`src/swm_consts.vh`:
```
// timing constants and command codes for the single-wire bus master
`ifndef SWM_CONSTS_VH
`define SWM_CONSTS_VH
`define SWM_CLK_MHZ          200
`define SWM_RESET_LOW_US     480
`define SWM_RESET_HIGH_US    480
`define SWM_SLOT_US          70
`define SWM_WRITE1_LOW_US    6
`define SWM_WRITE0_LOW_US    60
`define SWM_READ_LOW_US      2
`define SWM_READ_SAMPLE_US   12
`define SWM_RECOVERY_US      5
`define SWM_PRES_WIN_LO_US   15
`define SWM_PRES_WIN_HI_US   300
`define SWM_RESET_LOW_CYC    (`SWM_RESET_LOW_US * `SWM_CLK_MHZ)
`define SWM_RESET_HIGH_CYC   (`SWM_RESET_HIGH_US * `SWM_CLK_MHZ)
`define SWM_SLOT_CYC         (`SWM_SLOT_US * `SWM_CLK_MHZ)
`define SWM_WRITE1_LOW_CYC   (`SWM_WRITE1_LOW_US * `SWM_CLK_MHZ)
`define SWM_WRITE0_LOW_CYC   (`SWM_WRITE0_LOW_US * `SWM_CLK_MHZ)
`define SWM_READ_LOW_CYC     (`SWM_READ_LOW_US * `SWM_CLK_MHZ)
`define SWM_READ_SAMPLE_CYC  (`SWM_READ_SAMPLE_US * `SWM_CLK_MHZ)
`define SWM_RECOVERY_CYC     (`SWM_RECOVERY_US * `SWM_CLK_MHZ)
`define SWM_PRES_WIN_LO_CYC  (`SWM_PRES_WIN_LO_US * `SWM_CLK_MHZ)
`define SWM_PRES_WIN_HI_CYC  (`SWM_PRES_WIN_HI_US * `SWM_CLK_MHZ)
`define SWM_CMD_MATCH        8'h55
`define SWM_CMD_SEARCH       8'hf0
`define SWM_CMD_ACTIVE       8'hec
`define SWM_CMD_SKIP         8'hcc
`define SWM_OP_RESET         2'h0
`define SWM_OP_WRITE         2'h1
`define SWM_OP_READ          2'h2
`define SWM_OP_TRIPLET       2'h3
`define SWM_CRC_POLY_REFL    8'h8c
`endif

```
`src/swm_master.v`:
```
// single-wire bus master: reset/presence, bit slots, search triplets and check code
//
// Notes on behaviour
// - master drives reset low 480 us minimum
// - every slot starts with master falling edge
// - master samples read data before 15 us
// - master waits 480 us high after reset
// - reset low plus rise under 960 us
// - check code polynomial x8 x5 x4 plus 1
// - search: bit, complement, then master choice
`timescale 1ns/1ps
`include "swm_consts.vh"

module swm_master #(
	parameter RESET_LOW_CYC  = `SWM_RESET_LOW_CYC,
	parameter RESET_HIGH_CYC = `SWM_RESET_HIGH_CYC,
	parameter SLOT_CYC       = `SWM_SLOT_CYC,
	parameter W1_LOW_CYC     = `SWM_WRITE1_LOW_CYC,
	parameter W0_LOW_CYC     = `SWM_WRITE0_LOW_CYC,
	parameter RD_LOW_CYC     = `SWM_READ_LOW_CYC,
	parameter RD_SAMPLE_CYC  = `SWM_READ_SAMPLE_CYC,
	parameter RECOVERY_CYC   = `SWM_RECOVERY_CYC,
	parameter PRES_LO_CYC    = `SWM_PRES_WIN_LO_CYC,
	parameter PRES_HI_CYC    = `SWM_PRES_WIN_HI_CYC
) (
	input  wire       i_ref_clk,
	input  wire       i_sys_rst,
	input  wire       i_req_valid,
	input  wire [1:0] i_req_op,
	input  wire [7:0] i_req_data,
	input  wire [3:0] i_req_bits,
	input  wire       i_crc_clear,
	output wire       o_req_ready,
	output reg        o_done,
	output reg  [7:0] o_rd_data,
	output reg        o_presence,
	output reg  [1:0] o_trip_bits,
	output reg        o_trip_dir,
	output reg  [7:0] o_crc,
	output wire       o_crc_ok,
	input  wire       i_line,
	output wire       o_line,
	output wire       o_line_oe
);

	localparam CW = 20;
	localparam [6:0] ST_IDLE = 7'h01;
	localparam [6:0] ST_RLOW = 7'h02;
	localparam [6:0] ST_RHI  = 7'h04;
	localparam [6:0] ST_SLOT = 7'h08;
	localparam [6:0] ST_REC  = 7'h10;
	localparam [6:0] ST_NEXT = 7'h20;
	localparam [6:0] ST_DONE = 7'h40;
	// counts cut to the counter width on purpose; every default fits in 20 bits
	localparam [CW-1:0] C_RLOW = RESET_LOW_CYC[CW-1:0];
	localparam [CW-1:0] C_RHI  = RESET_HIGH_CYC[CW-1:0];
	localparam [CW-1:0] C_SLOT = SLOT_CYC[CW-1:0];
	localparam [CW-1:0] C_W1   = W1_LOW_CYC[CW-1:0];
	localparam [CW-1:0] C_W0   = W0_LOW_CYC[CW-1:0];
	localparam [CW-1:0] C_RDL  = RD_LOW_CYC[CW-1:0];
	localparam [CW-1:0] C_RDS  = RD_SAMPLE_CYC[CW-1:0];
	localparam [CW-1:0] C_REC  = RECOVERY_CYC[CW-1:0];
	localparam [CW-1:0] C_PLO  = PRES_LO_CYC[CW-1:0];
	localparam [CW-1:0] C_PHI  = PRES_HI_CYC[CW-1:0];

	reg [6:0]    state_q;
	reg [CW-1:0] cnt_q;
	reg [1:0]    op_q;
	reg [7:0]    shift_q;
	reg [3:0]    nbits_q;
	reg [3:0]    bitno_q;
	reg [1:0]    phase_q;
	reg          wbit_q;
	reg          rbit_q;
	reg          drive_q;
	reg [1:0]    trip_q;

	// line is open drain: only ever pull low, never drive high
	assign o_line    = 1'b0;
	assign o_line_oe = drive_q;
	assign o_req_ready = (state_q == ST_IDLE);
	assign o_crc_ok  = (o_crc == 8'h00);

	// triplet phases 0 and 1 are read slots, phase 2 writes the chosen direction
	wire slot_is_read = (op_q == `SWM_OP_READ) || (op_q == `SWM_OP_TRIPLET && phase_q != 2'd2);
	wire crc_fb = o_crc[0] ^ rbit_q;

	// main sequencer
	always @(posedge i_ref_clk) begin
		if (i_sys_rst) begin
			state_q     <= ST_IDLE;
			cnt_q       <= {CW{1'b0}};
			op_q        <= 2'h0;
			shift_q     <= 8'h00;
			nbits_q     <= 4'h0;
			bitno_q     <= 4'h0;
			phase_q     <= 2'h0;
			wbit_q      <= 1'b0;
			rbit_q      <= 1'b0;
			drive_q     <= 1'b0;
			trip_q      <= 2'h0;
			o_done      <= 1'b0;
			o_rd_data   <= 8'h00;
			o_presence  <= 1'b0;
			o_trip_bits <= 2'h0;
			o_trip_dir  <= 1'b0;
			o_crc       <= 8'h00;
		end else begin
			o_done <= 1'b0;
			if (i_crc_clear && state_q == ST_IDLE)
				o_crc <= 8'h00;
			case (state_q)
			ST_IDLE: begin
				if (i_req_valid) begin
					op_q    <= i_req_op;
					shift_q <= i_req_data;
					nbits_q <= (i_req_bits == 4'h0) ? 4'h1 : ((i_req_bits > 4'h8) ? 4'h8 : i_req_bits);
					bitno_q <= 4'h0;
					phase_q <= 2'h0;
					cnt_q   <= {CW{1'b0}};
					if (i_req_op == `SWM_OP_RESET) begin
						drive_q    <= 1'b1; // reset pulse
						o_presence <= 1'b0;
						state_q    <= ST_RLOW;
					end else begin
						state_q <= ST_SLOT;
						drive_q <= 1'b1; // falling edge opens slot
						wbit_q  <= (i_req_op == `SWM_OP_WRITE) ? i_req_data[0] : 1'b1; // lsb first
					end
				end
			end
			ST_RLOW: begin
				// fixed 480 us keeps low plus rise well under 960 us
				if (cnt_q == C_RLOW - 1'b1) begin
					drive_q <= 1'b0;
					cnt_q   <= {CW{1'b0}};
					state_q <= ST_RHI;
				end else
					cnt_q <= cnt_q + 1'b1;
			end
			ST_RHI: begin
				// presence sampled in its window after release
				if (cnt_q >= C_PLO && cnt_q <= C_PHI && !i_line)
					o_presence <= 1'b1;
				// no new request until high interval served
				if (cnt_q == C_RHI - 1'b1)
					state_q <= ST_DONE;
				else
					cnt_q <= cnt_q + 1'b1;
			end
			ST_SLOT: begin
				// release after write low time or short read pulse
				if (slot_is_read) begin
					if (cnt_q == C_RDL - 1'b1)
						drive_q <= 1'b0;
				end else if (cnt_q == (wbit_q ? C_W1 : C_W0) - 1'b1)
					drive_q <= 1'b0;
				// device holds low for a zero; sample before 15 us
				if (slot_is_read && cnt_q == C_RDS - 1'b1)
					rbit_q <= i_line;
				if (cnt_q == C_SLOT - 1'b1) begin
					cnt_q   <= {CW{1'b0}};
					state_q <= ST_REC;
				end else
					cnt_q <= cnt_q + 1'b1;
			end
			ST_REC: begin
				if (cnt_q == C_REC - 1'b1) begin
					cnt_q   <= {CW{1'b0}};
					state_q <= ST_NEXT;
				end else
					cnt_q <= cnt_q + 1'b1;
			end
			ST_NEXT: begin
				state_q <= ST_SLOT;
				drive_q <= 1'b1;
				if (op_q == `SWM_OP_TRIPLET) begin
					// bit, complement, then chosen direction
					if (phase_q == 2'd0) begin
						trip_q[0] <= rbit_q;
						phase_q   <= 2'd1;
						wbit_q    <= 1'b1;
					end else if (phase_q == 2'd1) begin
						trip_q[1] <= rbit_q;
						phase_q   <= 2'd2;
						// {complement,bit}: 01 all one, 10 all zero; 00 and 11 take the latched caller bit
						wbit_q    <= ({rbit_q, trip_q[0]} == 2'b01) ? 1'b1 :
							({rbit_q, trip_q[0]} == 2'b10) ? 1'b0 : shift_q[0];
					end else begin
						o_trip_bits <= trip_q;
						o_trip_dir  <= wbit_q;
						// identity check code over chosen bits
						o_crc   <= (o_crc >> 1) ^ ((o_crc[0] ^ wbit_q) ? `SWM_CRC_POLY_REFL : 8'h00);
						drive_q <= 1'b0;
						state_q <= ST_DONE;
					end
				end else begin
					if (op_q == `SWM_OP_READ) begin
						shift_q <= {rbit_q, shift_q[7:1]};
						o_crc   <= (o_crc >> 1) ^ (crc_fb ? `SWM_CRC_POLY_REFL : 8'h00);
					end else
						shift_q <= {1'b0, shift_q[7:1]};
					if (bitno_q == nbits_q - 1'b1) begin
						drive_q <= 1'b0;
						state_q <= ST_DONE;
					end else begin
						bitno_q <= bitno_q + 1'b1;
						wbit_q  <= (op_q == `SWM_OP_WRITE) ? shift_q[1] : 1'b1; // lsb first
					end
				end
			end
			ST_DONE: begin
				// read bits land right-aligned in the low positions
				if (op_q == `SWM_OP_READ)
					o_rd_data <= shift_q >> (4'h8 - nbits_q);
				o_done  <= 1'b1;
				state_q <= ST_IDLE;
			end
			default: begin
				state_q <= ST_IDLE;
				drive_q <= 1'b0;
			end
			endcase
		end
	end

endmodule // swm_master

```
`config.mk`:
```
export PLATFORM = sky130hd
export DESIGN_NAME = swm_master
export DESIGN_NICKNAME = d
export VERILOG_FILES = /design/src/swm_master.v
export VERILOG_INCLUDE_DIRS = /design/src
export SDC_FILE = /design/constraint.sdc
export NUM_CORES = 1
export LEC_CHECK = 0
export ABC_CLOCK_PERIOD_IN_PS = 3500
export CORE_MARGIN = 4
export CORE_UTILIZATION = 45
export DETAILED_ROUTE_END_ITERATION = 6
export DONT_BUFFER_PORTS = 1
export PLACE_DENSITY = 0.67
export SETUP_SLACK_MARGIN = 0.02
export SLEW_MARGIN = 5
export SYNTH_ARGS = -nofsm -noshare
export SYNTH_HDL_FRONTEND = slang
export SYNTH_SLANG_ARGS = --single-unit
```
`constraint.sdc`:
```
create_clock -name i_ref_clk -period 3.5 [get_ports i_ref_clk]
set_input_delay 0 -clock i_ref_clk [delete_from_list [all_inputs] [get_ports i_ref_clk]]
set_output_delay 0 -clock i_ref_clk [all_outputs]
set_load 0.01 [all_outputs]
```
======== Word level (Yosys, flattened, before mapping) ========
Cells that the tools add are included.
word-level totals
  output and inout bits ................... 25
  register bits ........................... 73
  bits of input ports ..................... 19
operators by class
  shift operators ......................... 1
  reduce and logical (&&, ||, !) cells .... 29
  multiplexer cells ....................... 67
  eq/ne operators ......................... 39
  magnitude comparators ................... 3
  $add $sub $neg .......................... 5
  bitwise operators ....................... 7
operators with widths
  kind                                                                 number
  2-to-1 mux 20 bit                                                    5
  one-hot mux 20 bit (5 select lines)                                  1
  2-to-1 mux 8 bit                                                     11
  2-to-1 mux 7 bit                                                     9
  one-hot mux 7 bit (6 select lines)                                   1
  2-to-1 mux 4 bit                                                     6
  inequality test 2 bit, second input constant                         12
  2-to-1 mux 1 bit                                                     23
  adder 20 x 1 -> 20 bit, second input constant                        1
  == test 20 x 10 -> 1 bit, second input constant                      1
  == test 20 x 12 -> 1 bit, second input constant                      1
  == test 20 x 14 -> 1 bit, second input constant                      1
  == test 20 x 17 -> 1 bit, second input constant                      1
  == test 20 bit                                                       1
  == test 20 x 9 -> 1 bit, second input constant                       1
  greater-or-equal comparator 20 x 12 -> 1 bit, second input constant  1
  less-or-equal comparator 20 x 16 -> 1 bit, second input constant     1
  AND reduction 4 bit                                                  5
  one-hot mux 8 bit (2 select lines)                                   1
  bitwise XOR 7 x 8 -> 8 bit                                           2
  AND reduction 5 bit                                                  3
  subtractor 14 x 1 -> 15 bit, second input constant                   1
  2-to-1 mux 14 bit                                                    1
  inequality test 3 bit, second input constant                         4
  other kinds (35)                                                     57

======== Logic depth before layout (Yosys ltp) ========
Gate-level depths: netlist (run 1).
  depth after elaboration ................. 7
  gate-level depth with buffers ........... 10
  gate-level depth less buffers ........... 8

======== Least setup slack after synthesis (run 1) ========
Ideal clock, no wire load.
  kind .................................... register to register
  from .................................... register nbits_q[0]
  to ...................................... register o_rd_data[0]
  cell stages (with the launch flop) ...... 11
  required time ........................... 3.372 ns
  data arrival time ....................... 2.441 ns
  library setup time ...................... 0.128 ns
  path buffers ............................ 2
  slack ................................... 0.932 ns
  clock period less this slack ............ 2.568 ns
  path through ............................ dfxtp_1 > buf_1 > inv_1 > ha_1 > clkbuf_1 > mux2_2 > nor2_1 > a21oi_1 > mux2_2 > a22oi_1 > nor2_1
between the ends
  cells in the longest elaborated chain, start to end .. 2
ends and longest elaborated chain
  element                     RTL line          RTL
  start, declared             swm_master.v:70   reg [3:0] nbits_q;
  start signal, assigned      swm_master.v:117  nbits_q <= (i_req_bits == 4'h0) ? 4'h1 : ((i_req_bits > 4'h8) ? 4'h8 : i_req_bits);
  subtractor 4 bit            swm_master.v:215  o_rd_data <= shift_q >> (4'h8 - nbits_q);
  right shift 8 x 4 -> 8 bit  swm_master.v:215
  end signal, assigned        swm_master.v:215
  end, declared               swm_master.v:35   output reg [7:0] o_rd_data,
Every way passes these cells.
A chain may end at the register's enable or synchronous reset.

======== Worst setup path after layout (run 1) ========
  from .................................... register state_q[3]
  to ...................................... register o_crc[4]
between the ends
  cells in the longest elaborated chain, start to end .. 7
  elaborated cells between the ends (all ways) .. 9
ends and longest elaborated chain
  element                 RTL line          RTL
  start, declared         swm_master.v:66   reg [6:0] state_q;
  start signal, assigned  swm_master.v:91   state_q <= ST_IDLE;
  start signal, assigned  swm_master.v:124  state_q <= ST_RLOW;
  start signal, assigned  swm_master.v:126  state_q <= ST_SLOT;
  == test 7 x 1 -> 1 bit  swm_master.v:110  if (i_crc_clear && state_q == ST_IDLE)
  logical AND 1 bit       swm_master.v:110
  2-to-1 mux 8 bit        swm_master.v:110
  2-to-1 mux 8 bit        swm_master.v:183  end else if (phase_q == 2'd1) begin
  2-to-1 mux 8 bit        swm_master.v:179  if (phase_q == 2'd0) begin
  2-to-1 mux 8 bit        swm_master.v:177  if (op_q == `SWM_OP_TRIPLET) begin
  2-to-1 mux 8 bit *      swm_master.v:112  case (state_q)
  end signal, assigned    swm_master.v:193  o_crc <= (o_crc >> 1) ^ ((o_crc[0] ^ wbit_q) ? `SWM_CRC_POLY_REFL : 8'h00);
  end signal, assigned    swm_master.v:200  o_crc <= (o_crc >> 1) ^ (crc_fb ? `SWM_CRC_POLY_REFL : 8'h00);
  end, declared           swm_master.v:39   output reg [7:0] o_crc,
Mark *: on every way between the ends. The rest lies on a longest branch, timed or not.

==> results of run 1 <==
worst max-delay path: stages (launching register included):
cell and delay, ns:
dfxtp_1 0.37, or4_4 0.62, nand2b_1 0.23, nor4b_2 0.69, a21oi_1 0.24, a22oi_1 0.20, nor2_1 0.05, dlygate4sd3_1 0.55
report_power, final:
part / total (mW) / switching, mW / internal [mW]
sequential: 0.898 / 0.0419 / 0.856
combinational: 0.295 / 0.169 / 0.126
clock: 0.668 / 0.336 / 0.332
kinds of logic after synthesis:
| family | after synthesis | share of synthesized area (%) |
|---|---|---|
| buf+inv | 59 | 6.39 |
| mux | 9 | 2.31 |
| xor+xnor | 17 | 3.90 |
| flops | 73 | 35.0 |
| simple gates | 242 | 31.4 |
| fa+ha+maj | 6 | 1.74 |
| other cells | 1 | 0.0899 |
| compound gates | 125 | 19.1 |
metrics by stage:
stage / power, mW / instance area [um^2] / hold slack, ns / worst slack, ns
after floorplan: 1.13 / 4170 / 0.136 / 0.932
after global placement: 1.16 / 4160 / 0.0798 / 0.825
after detailed placement: 1.17 / 4160 / 0.0795 / 0.785
after CTS: 1.87 / 4600 / 0.0257 / 0.475
after global routing: 1.94 / 4600 / 0.0468 / 0.271
final: 1.86 / 4600 / 0.0374 / 0.448
final cells by class:
type / count / share of cell area (%)
clock buffers: 10 / 2.78
clock inverters: 6 / 1.50
inverters: 25 / 2.04
multi-input cells: 400 / 53.1
flip-flops and latches: 73 / 31.8
well taps: 108 / 2.94
repair buffers: 26 / 5.82
worst max-delay path by stage:
| stage | endpoint | slack, ns | cells past startpoint |
|---|---|---|---|
| after global routing | o_crc[4] | 0.27 | 7 |
| after CTS | o_crc[4] | 0.48 | 7 |
| final | o_crc[4] | 0.45 | 7 |
| after floorplan | o_rd_data[0] | 0.93 | 10 |
| after global placement | wbit_q | 0.83 | 8 |
| after detailed placement | wbit_q | 0.78 | 8 |
sequential cells by signal, summed over array words and instances, names as in the netlist:
| name | count |
|---|---|
| rbit_q | 1 |
| op_q | 2 |
| o_line_oe | 1 |
| trip_q | 2 |
| o_trip_bits | 2 |
| o_rd_data | 8 |
| cnt_q | 20 |
| o_done | 1 |
| nbits_q | 4 |
| o_presence | 1 |
| o_crc | 8 |
| state_q | 7 |
| phase_q | 2 |
| o_trip_dir | 1 |
| shift_q | 8 |
| wbit_q | 1 |
| bitno_q | 4 |
synthesized netlist by cell type, types with 10 or more instances:
| master | number | share of area, % |
|---|---|---|
| a21oi_1 | 42 | 5.0 |
| a22oi_1 | 13 | 2.3 |
| clkbuf_1 | 22 | 2.0 |
| dfxtp_1 | 73 | 35 |
| inv_1 | 24 | 2.2 |
| nand2_1 | 56 | 5.0 |
| nand3_1 | 26 | 3.1 |
| nand4_1 | 16 | 2.4 |
| nor2_1 | 54 | 4.9 |
| nor3_1 | 14 | 1.7 |
| o21ai_0 | 29 | 3.5 |
| or4_1 | 19 | 3.4 |
| xnor2_1 | 10 | 2.1 |
layer usage:
metal  GRT usage (%)  up-vias  part of all wire (%)
met4            8.45        0                   2.8
met2            30.6      119                    45
met3            3.48       23                   5.0
met5               0        -                     0
li1                -     1961                     -
met1            26.9     1833                    47
==> impl_metrics.tcl, run 1 <==
set metrics [dict create \
    core_area_um2 8890 \
    maxCapViolCount 0 \
    ctsHoldBuffers 22 \
    start_util_pct 46.9 \
    finalSetupViolations 0 \
    synthFlopType "dfxtp_1" \
    ff_latch_area_um2 1460 \
    grt_max_degree 68 \
    cts_sinks 73 \
    track_usage_pct 19.7 \
    yosys_warnings 0 \
    drt-vias-per-instance 6.07 \
    layout_commonest_cell "dfxtp_1" \
    place_congestion 0.904 \
    power.density_nw_per_um2 405 \
    worst_r2r_startpoint "state_q[3]" \
    htreeDepth 3 \
    firstDrtPassIters 5 \
    rsz0062_at_grt "no" \
    critPathKind "flop to flop" \
    cts_made_buffers 9 \
    clockBufferDepth 2 \
    overflow 0 \
    grt_pass1_wl_um 18100 \
    routed_wl_um 10800 \
    ctsResizeCount 0 \
    synth_edf_count 0 \
    fin_nets 559 \
    finish.utilization_pct 51.7 \
    cts.reportedPaths.clkPinSlew_ns 0.08 \
    async_reset_ff_share_pct 0 \
    synth_cell_types 63 \
    hold_viol 0 \
    drt_iter0_drc 417 \
    cp_data_required_time_ns 3.74 \
    die_w_um 104 \
    vias 3936 \
    tritoncts "yes" \
    wire_per_inst_um 16.6 \
    final_cells 648 \
    worstHoldPathCells 3 \
    cp.arrival_ns 3.29 \
    synth_nets 556 \
    ys_seq_area_share_pct 35.0 \
    critical_path.endpoint_type "flop" \
    status "finished clean" \
    die_area_um2 10900 \
    setup-tns-final_ns 0 \
    min_path_type "input port to flop" \
    final_cell_mix "73 x dfxtp_1, 56 x nand2_1, 54 x nor2_1, 42 x a21oi_1, 29 x o21ai_0" \
    rows 34 \
    period_share_pct 87.2 \
    drc_errors 0 \
    netlist_area_um2 4170 \
    peakVddDrop_mv 0.226 \
    clkLatencyLatePin_ns 0.34 \
    syn_to_final_growth_pct 10.2 \
    drive_above_1_share_pct 6.48 \
    r2r-end "o_crc[4]" \
    slew_violations 0 \
    min_from "i_sys_rst" \
    cts_root_buf "clkbuf_8" \
    synthCells 532 \
    ys_seq_elements 73 \
    place_inst 610 \
    fill_cells 866 \
    max_freq_mhz 328 \
    io_pins 44 \
    postRouteAntennaNets 0 \
    r2r_setup_slack_ns 0.45 \
    postCtsSetupBuffers 0 \
    cp_max_fo 8 \
    place_hpwl_um 7230 \
    tightest_slew_ns 0.913 \
    min_delay_worst_endpoint "cnt_q[18]" \
    min_period_ns 3.05 \
    syn_avg_cell_area_um2 7.84 \
    max_slew_margin_pct 38.6 \
    diodes 0 \
    multiInputGateArea_um2 2440 \
    dieHeight_um 104 \
    grt_pass1_vias 3759 \
    io_buffers 0 \
    reg2regPathDepth 7 \
    antenna_found_initial 0 \
    cp-startpoint "state_q[3]" \
    critPathLaunchType "flop" \
    power.leakage_nw 1.53 \
    worst_clock_skew_ns 0.00815 \
]
Power figures use the tool's default switching activity.
==> run 2, diff against run 1 <==
--- a/config.mk
+++ b/config.mk
@@ -6,11 +6,12 @@
 export SDC_FILE = /design/constraint.sdc
 export NUM_CORES = 1
 export LEC_CHECK = 0
-export ABC_CLOCK_PERIOD_IN_PS = 3500
+export ABC_CLOCK_PERIOD_IN_PS = 3900
 export CORE_MARGIN = 4
 export CORE_UTILIZATION = 45
 export DETAILED_ROUTE_END_ITERATION = 6
 export DONT_BUFFER_PORTS = 1
+export MAX_ROUTING_LAYER = met4
 export PLACE_DENSITY = 0.67
 export SETUP_SLACK_MARGIN = 0.02
 export SLEW_MARGIN = 5
==> constraint.sdc (replaced) <==
create_clock -name i_ref_clk -period 3.9 [get_ports i_ref_clk]
set_input_delay 0 -clock i_ref_clk [delete_from_list [all_inputs] [get_ports i_ref_clk]]
set_output_delay 0 -clock i_ref_clk [all_outputs]
set_load 0.01 [all_outputs]
==> run 2 against run 1 <==
Net effect: clock-buffer cell count is the same; largest cell class unchanged; clock power about the same; combinational power down 12%; total power is 6.9% lower; global-route usage rose by 0.67 points; design area barely moved; die area did not move; core utilization about the same; via count up 0.84%; sequential cell count stayed put; register-to-register slack improved by 0.43 ns.
==> impl_metrics.tcl, run 2 (same netlist as run 1, synthesis figures left out) <==
set metrics [dict create \
    worst_r2r_startpoint "state_q[6]" \
    reg2regPathDepth 7 \
    firstDrtPassIters 5 \
    cp_data_required_time_ns 4.15 \
    critPathKind "flop to flop" \
    cts_sinks 73 \
    largest_reg_flops 20 \
    min_from "i_sys_rst" \
    drt-vias-per-instance 6.15 \
    clockBufferDepth 2 \
    layout_commonest_cell "dfxtp_1" \
    vias 3969 \
    cts.reportedPaths.clkPinSlew_ns 0.08 \
    grt_pass1_vias 3773 \
    drive_above_1_share_pct 6.15 \
    overflow 0 \
    rsz0062_at_grt "no" \
    place_hpwl_um 7210 \
    cp_max_fo 8 \
    maxCapViolCount 0 \
    worst_clock_skew_ns 0.0136 \
    r2r-end "phase_q[0]" \
    power.density_nw_per_um2 377 \
    diodes 0 \
    clkLatencyLatePin_ns 0.36 \
    fin_nets 556 \
    min_path_type "input port to flop" \
    peakVddDrop_mv 0.220 \
    slowest_stage "nor3_1" \
    routed_wl_um 10700 \
    finish.utilization_pct 51.7 \
    start_util_pct 46.9 \
    core_area_um2 8890 \
    critPathLaunchType "flop" \
    slew_violations 0 \
    die_w_um 104 \
    final.setup.worst_slack_ns 0.877 \
    syn_to_final_growth_pct 10.2 \
    drt_iter0_drc 424 \
    placed_cell_area_um2 4150 \
    min_period_ns 3.02 \
    worstHoldPathCells 3 \
    cpPeakStageDelay_ns 0.80 \
    finalPower_mw 1.73 \
    tritoncts "yes" \
    io_pins 44 \
    final_cell_mix "73 x dfxtp_1, 56 x nand2_1, 54 x nor2_1, 42 x a21oi_1, 29 x o21ai_0" \
    period_share_pct 77.5 \
    grt_pass1_wl_um 18200 \
    die_area_um2 10900 \
    critical_path.endpoint_type "flop" \
    largest_register "cnt_q" \
    min_delay_worst_endpoint "cnt_q[18]" \
    fill_cells 860 \
    track_usage_pct 20.4 \
    antenna_found_initial 0 \
    dieHeight_um 104 \
    htreeDepth 3 \
    max_freq_mhz 331 \
    r2r_setup_slack_ns 0.88 \
    finalSetupViolations 0 \
    final_cells 645 \
    ctsResizeCount 0 \
    wire_per_inst_um 16.6 \
    tightest_slew_ns 0.969 \
    io_buffers 0 \
    stdcell_area_um2 4600 \
    grt_max_degree 69 \
    place_inst 608 \
    cp.arrival_ns 3.27 \
    place_congestion 0.914 \
    cts_made_buffers 9 \
    crit_chain "or4_4 > nand2b_1 > nor3_1 > o21ai_0 > nand2_1 > a21oi_1 > dlygate4sd3_1" \
    max_slew_margin_pct 34.9 \
    power.leakage_nw 1.52 \
    setup-tns-final_ns 0 \
    place_ws_ns 1.13 \
    postRouteAntennaNets 0 \
    cts_root_buf "clkbuf_8" \
    status "finished clean" \
    rows 34 \
    drc_errors 0 \
    hold_viol 0 \
    whs_ns 0.0169 \
    postCtsSetupBuffers 0 \
]
-- run 2: cell types whose count changed in the layout (fill, tap and decap cells not counted) --
cell and change:
buf_4 -2, bufinv_16 +1, clkinv_2 -1, clkinv_4 -1, clkinvlp_4 +1, dlygate4sd3_1 -1
-- run 2: area by class of cell --
type	instances	area, um^2	share of cell area, %
Inverter	25	93.8	2.04
Timing Repair Buffer	23	243	5.28
Sequential cell	73	1460	31.8
Multi-Input combinational cell	400	2440	53.2
Tap cell	108	135	2.94
Clock buffer	10	128	2.78
Clock inverter	6	92.6	2.01
-- run 2: layer usage --
metal  track usage (%)  vias to the layer above  wire length (um)
met4              6.84                        0               205
met3              4.35                       23               637
li1                  -                     1942                 -
met2              31.0                      136              4790
met5                 -                        -                 0
met1              27.0                     1868              5060
-- run 2: critical path, delay by kind of cell (launching register included) --
kind	cells	cell delay, ns
buf+inv	1	0.56
simple gates	4	1.71
compound gates	2	0.27
flops	1	0.40
-- run 2: how the worst max path moves through the flow --
stage,start,cells after the start,endpoint
global route,state_q[6],7,phase_q[0]
floorplan,nbits_q[0],10,o_rd_data[0]
finish,state_q[6],7,phase_q[0]
detailed placement,nbits_q[0],8,wbit_q
global placement,nbits_q[0],8,wbit_q
CTS,state_q[3],7,phase_q[0]
-- run 2: where the power goes --
group | total, mW | internal (mW) | leakage [nW] | switching [mW]
Combinational | 0.260 | 0.110 | 0.827 | 0.149
Sequential | 0.805 | 0.768 | 0.591 | 0.0373
Clock | 0.667 | 0.362 | 0.103 | 0.305
-- run 2: timing repair --
action / CTS / global route
hold buffers: 21 / 0
endpoints found under the setup margin: 0 / 0
endpoints found under the hold margin: 68 / 0
==> run 3, diff against run 2 <==
--- a/config.mk
+++ b/config.mk
@@ -6,13 +6,14 @@
 export SDC_FILE = /design/constraint.sdc
 export NUM_CORES = 1
 export LEC_CHECK = 0
-export ABC_CLOCK_PERIOD_IN_PS = 3900
+export ABC_AREA = 1
+export ABC_CLOCK_PERIOD_IN_PS = 2600
 export CORE_MARGIN = 4
 export CORE_UTILIZATION = 45
 export DETAILED_ROUTE_END_ITERATION = 6
 export DONT_BUFFER_PORTS = 1
 export MAX_ROUTING_LAYER = met4
-export PLACE_DENSITY = 0.67
+export PLACE_DENSITY = 0.69
 export SETUP_SLACK_MARGIN = 0.02
 export SLEW_MARGIN = 5
 export SYNTH_ARGS = -nofsm -noshare
==> constraint.sdc (replaced) <==
create_clock -name i_ref_clk -period 2.6 [get_ports i_ref_clk]
set_input_delay 0 -clock i_ref_clk [delete_from_list [all_inputs] [get_ports i_ref_clk]]
set_output_delay 0 -clock i_ref_clk [all_outputs]
set_load 0.01 [all_outputs]
==> run 3 against run 2 <==
Net effect: via count rose by 24%; sequential cell count did not move; design area rose by 12%; worst setup slack got worse by 0.61 ns; cell count rose by 38%; critical path type unchanged; critical endpoint is now cnt_q[15]; largest power group is now combinational cells.
==> impl_metrics.tcl, run 3 <==
set metrics [dict create \
    status "finished clean" \
    vias 4926 \
    syn_avg_cell_area_um2 6.26 \
    syn_to_final_growth_pct 12.0 \
    crit_end "cnt_q[15]" \
    start_util_pct 46.7 \
    cts_root_buf "clkbuf_8" \
    place_inst 854 \
    p_sw_mw 1.56 \
    dieHeight_um 109 \
    worst_r2r_startpoint "cnt_q[0]" \
    setup-tns-final_ns 0 \
    cts_made_buffers 9 \
    fill_cells 993 \
    drt-vias-per-instance 5.53 \
    tritoncts "yes" \
    postRouteAntennaNets 0 \
    grt_pass1_vias 4728 \
    grt_pass1_wl_um 22800 \
    intPower_mw 2.18 \
    drc_errors 0 \
    peakVddDrop_mv 0.359 \
    multiInputGateArea_um2 2670 \
    cp_max_fo 14 \
    min_period_ns 2.33 \
    diodes 0 \
    tightest_slew_ns 0.914 \
    ys_seq_area_share_pct 31.7 \
    io_buffers 0 \
    clockBufferDepth 2 \
    grt_max_degree 40 \
    async_reset_ff_share_pct 0 \
    cts_sinks 73 \
    yosysMostFrequentCell "nand2_1" \
    io_pins 44 \
    slew_violations 0 \
    rows 36 \
    synth_cell_types 40 \
    pwr-share-comb_pct 36.9 \
    synth_edf_count 0 \
    synth_nets 759 \
    r2r-end "cnt_q[15]" \
    drt_iter0_drc 396 \
    ys_seq_elements 73 \
    clkLatencyLatePin_ns 0.36 \
    die_area_um2 11900 \
    power.density_nw_per_um2 726 \
    cp_data_required_time_ns 2.91 \
    synthCells 735 \
    worst_clock_skew_ns 0.0102 \
    max_slew_margin_pct 39.0 \
    rsz0062_at_grt "no" \
    power.leakage_nw 2.09 \
    die_w_um 109 \
    maxCapViolCount 0 \
    wire_per_inst_um 15.7 \
    critPathKind "flop to flop" \
    period_share_pct 89.7 \
    p_seq_share_pct 35.2 \
    track_usage_pct 25.0 \
    reg2regPathDepth 10 \
    antenna_found_initial 0 \
    synthDominantAreaCellType "dfxtp_1" \
    core_area_um2 9860 \
    layout_commonest_cell "nand2_1" \
    r2r_setup_slack_ns 0.27 \
    clkPwrFrac_pct 27.9 \
    synth_top_area_share_pct 31.7 \
    hold_viol 0 \
    final_cell_mix "164 x nand2_1, 104 x nor2_1, 93 x inv_1, 73 x dfxtp_1, 59 x a21oi_1" \
    synthFlopType "dfxtp_1" \
    netlist_top_cells_count "164 x nand2_1, 104 x nor2_1, 93 x inv_1" \
    firstDrtPassIters 5 \
    routed_wl_um 14000 \
    cpPeakStageDelay_ns 0.55 \
    fin_nets 777 \
    cp.arrival_ns 2.64 \
    critical_path.endpoint_type "flop" \
    path_common_cell "nand2_1" \
    crit_chain "ha_1 > nand2_1 > nor2_1 > nand2_1 > nor2_2 > nand3_2 > nand3_4 > nand2_1 > a31oi_1 > dlygate4sd3_1" \
    largest_reg_flops 20 \
    max_freq_mhz 429 \
    slowest_stage "dlygate4sd3_1" \
    critPathLaunchType "flop" \
    htreeDepth 3 \
    netlist_area_um2 4600 \
    place_congestion 1.06 \
    overflow 0 \
    finalSetupViolations 0 \
    final_cells 891 \
    synthTopCellsByArea "dfxtp_1 32%, nand2_1 13%, nor2_1 8.5%, inv_1 7.6%, a21oi_1 6.4%" \
    swShare_pct 41.7 \
    cts.reportedPaths.clkPinSlew_ns 0.09 \
    place_hpwl_um 10400 \
    min_path_type "input port to flop" \
    drive_above_1_share_pct 7.12 \
    ff_latch_area_um2 1460 \
    yosys_warnings 0 \
    largest_register "cnt_q" \
    cp-startpoint "cnt_q[0]" \
]
run 3: changes by cell type after synthesis, moves of 8 or more:
cell      delta
nand2_1    +108
inv_1       +69
nor2_1      +50
nand3_1     +26
o21ai_0     +21
or4_1       -18
a21oi_1     +17
clkbuf_1    -13
nor3_1      +12
a22oi_1     -11
a311oi_1     -8
o211ai_1     +8
run 3: how the worst min path moves through the flow:
stage,slack [ns],endpoint,depth (start not counted),startpoint
floorplan,0.15,op_q[1],2,i_req_op[1]
global placement,0.07,o_rd_data[0],1,i_sys_rst
detailed placement,0.07,o_rd_data[0],1,i_sys_rst
CTS,0.04,state_q[4],4,i_req_valid
global route,0.08,o_presence,5,i_req_op[0]
finish,0.05,state_q[4],4,i_req_valid
run 3: area by class of cell:
type	count	area share (%)
Multi-Input combinational cell	545	51.7
Sequential cell	73	28.3
Inverter	96	6.99
Timing Repair Buffer	28	5.29
Tap cell	133	3.23
Clock buffer	10	2.67
Clock inverter	6	1.75
run 3: cells by family (layout without fill, tap and decap cells):
family / Yosys count / after routing / synth area share (%)
compound gates: 140 / 140 / 17.0
xor+xnor: 8 / 8 / 1.52
fa+ha+maj: 5 / 5 / 1.36
buf+inv: 117 / 140 / 10.5
flops: 73 / 73 / 31.7
other cells: 1 / 1 / 0.0815
simple gates: 391 / 391 / 37.8
run 3: metrics by stage:
| stage | instance area, um^2 | hold slack, ns | utilization, % | power [mW] | setup slack [ns] |
|---|---|---|---|---|---|
| detailed placement | 4700 | 0.0746 | 47.7 | 2.63 | 0.367 |
| CTS | 5150 | 0.0380 | 52.2 | 3.72 | 0.195 |
| global placement | 4700 | 0.0726 | 47.7 | 2.59 | 0.449 |
| global route | 5160 | 0.0842 | 52.3 | 3.97 | 0.0288 |
| floorplan | 4600 | 0.148 | - | 2.38 | 0.770 |
| finish | 5160 | 0.0524 | 52.3 | 3.74 | 0.269 |
run 3: repair_timing:
action,4_1_cts,5_1_grt
buffers inserted,0,0
gates resized for setup,0,1
hold buffers,21,0
endpoints found under the setup margin,0,1
hold endpoints to repair,52,0
run 3: worst max-delay path, delay by kind of cell, from the launching register on:
family                   cells  cell delay, ns
flip-flops                   1            0.44
AO/OA/AOI/OAI                1            0.12
buffers and inverters        1            0.55
AND/OR/NAND/NOR              7            0.91
adder cells (fa/ha/maj)      1            0.27
run 3: layer usage:
layer  vias up  global-route usage (%)  part of all wire [%]
li1       2433                       -                     -
met1      2280                    30.7                    43
met4         0                    8.75                   2.1
met5         -                       -                     0
met3        31                    5.21                   6.6
met2       182                    40.6                    48
run 3: power groups by stage:
stage          Clock, mW  Combinational, mW  Sequential, mW
2_1_floorplan          0               1.07            1.31
3_5_place_dp           0               1.29            1.34
3_3_place_gp           0               1.25            1.33
5_1_grt             1.11               1.53            1.33
4_1_cts             1.06               1.34            1.31
6_report            1.05               1.38            1.32
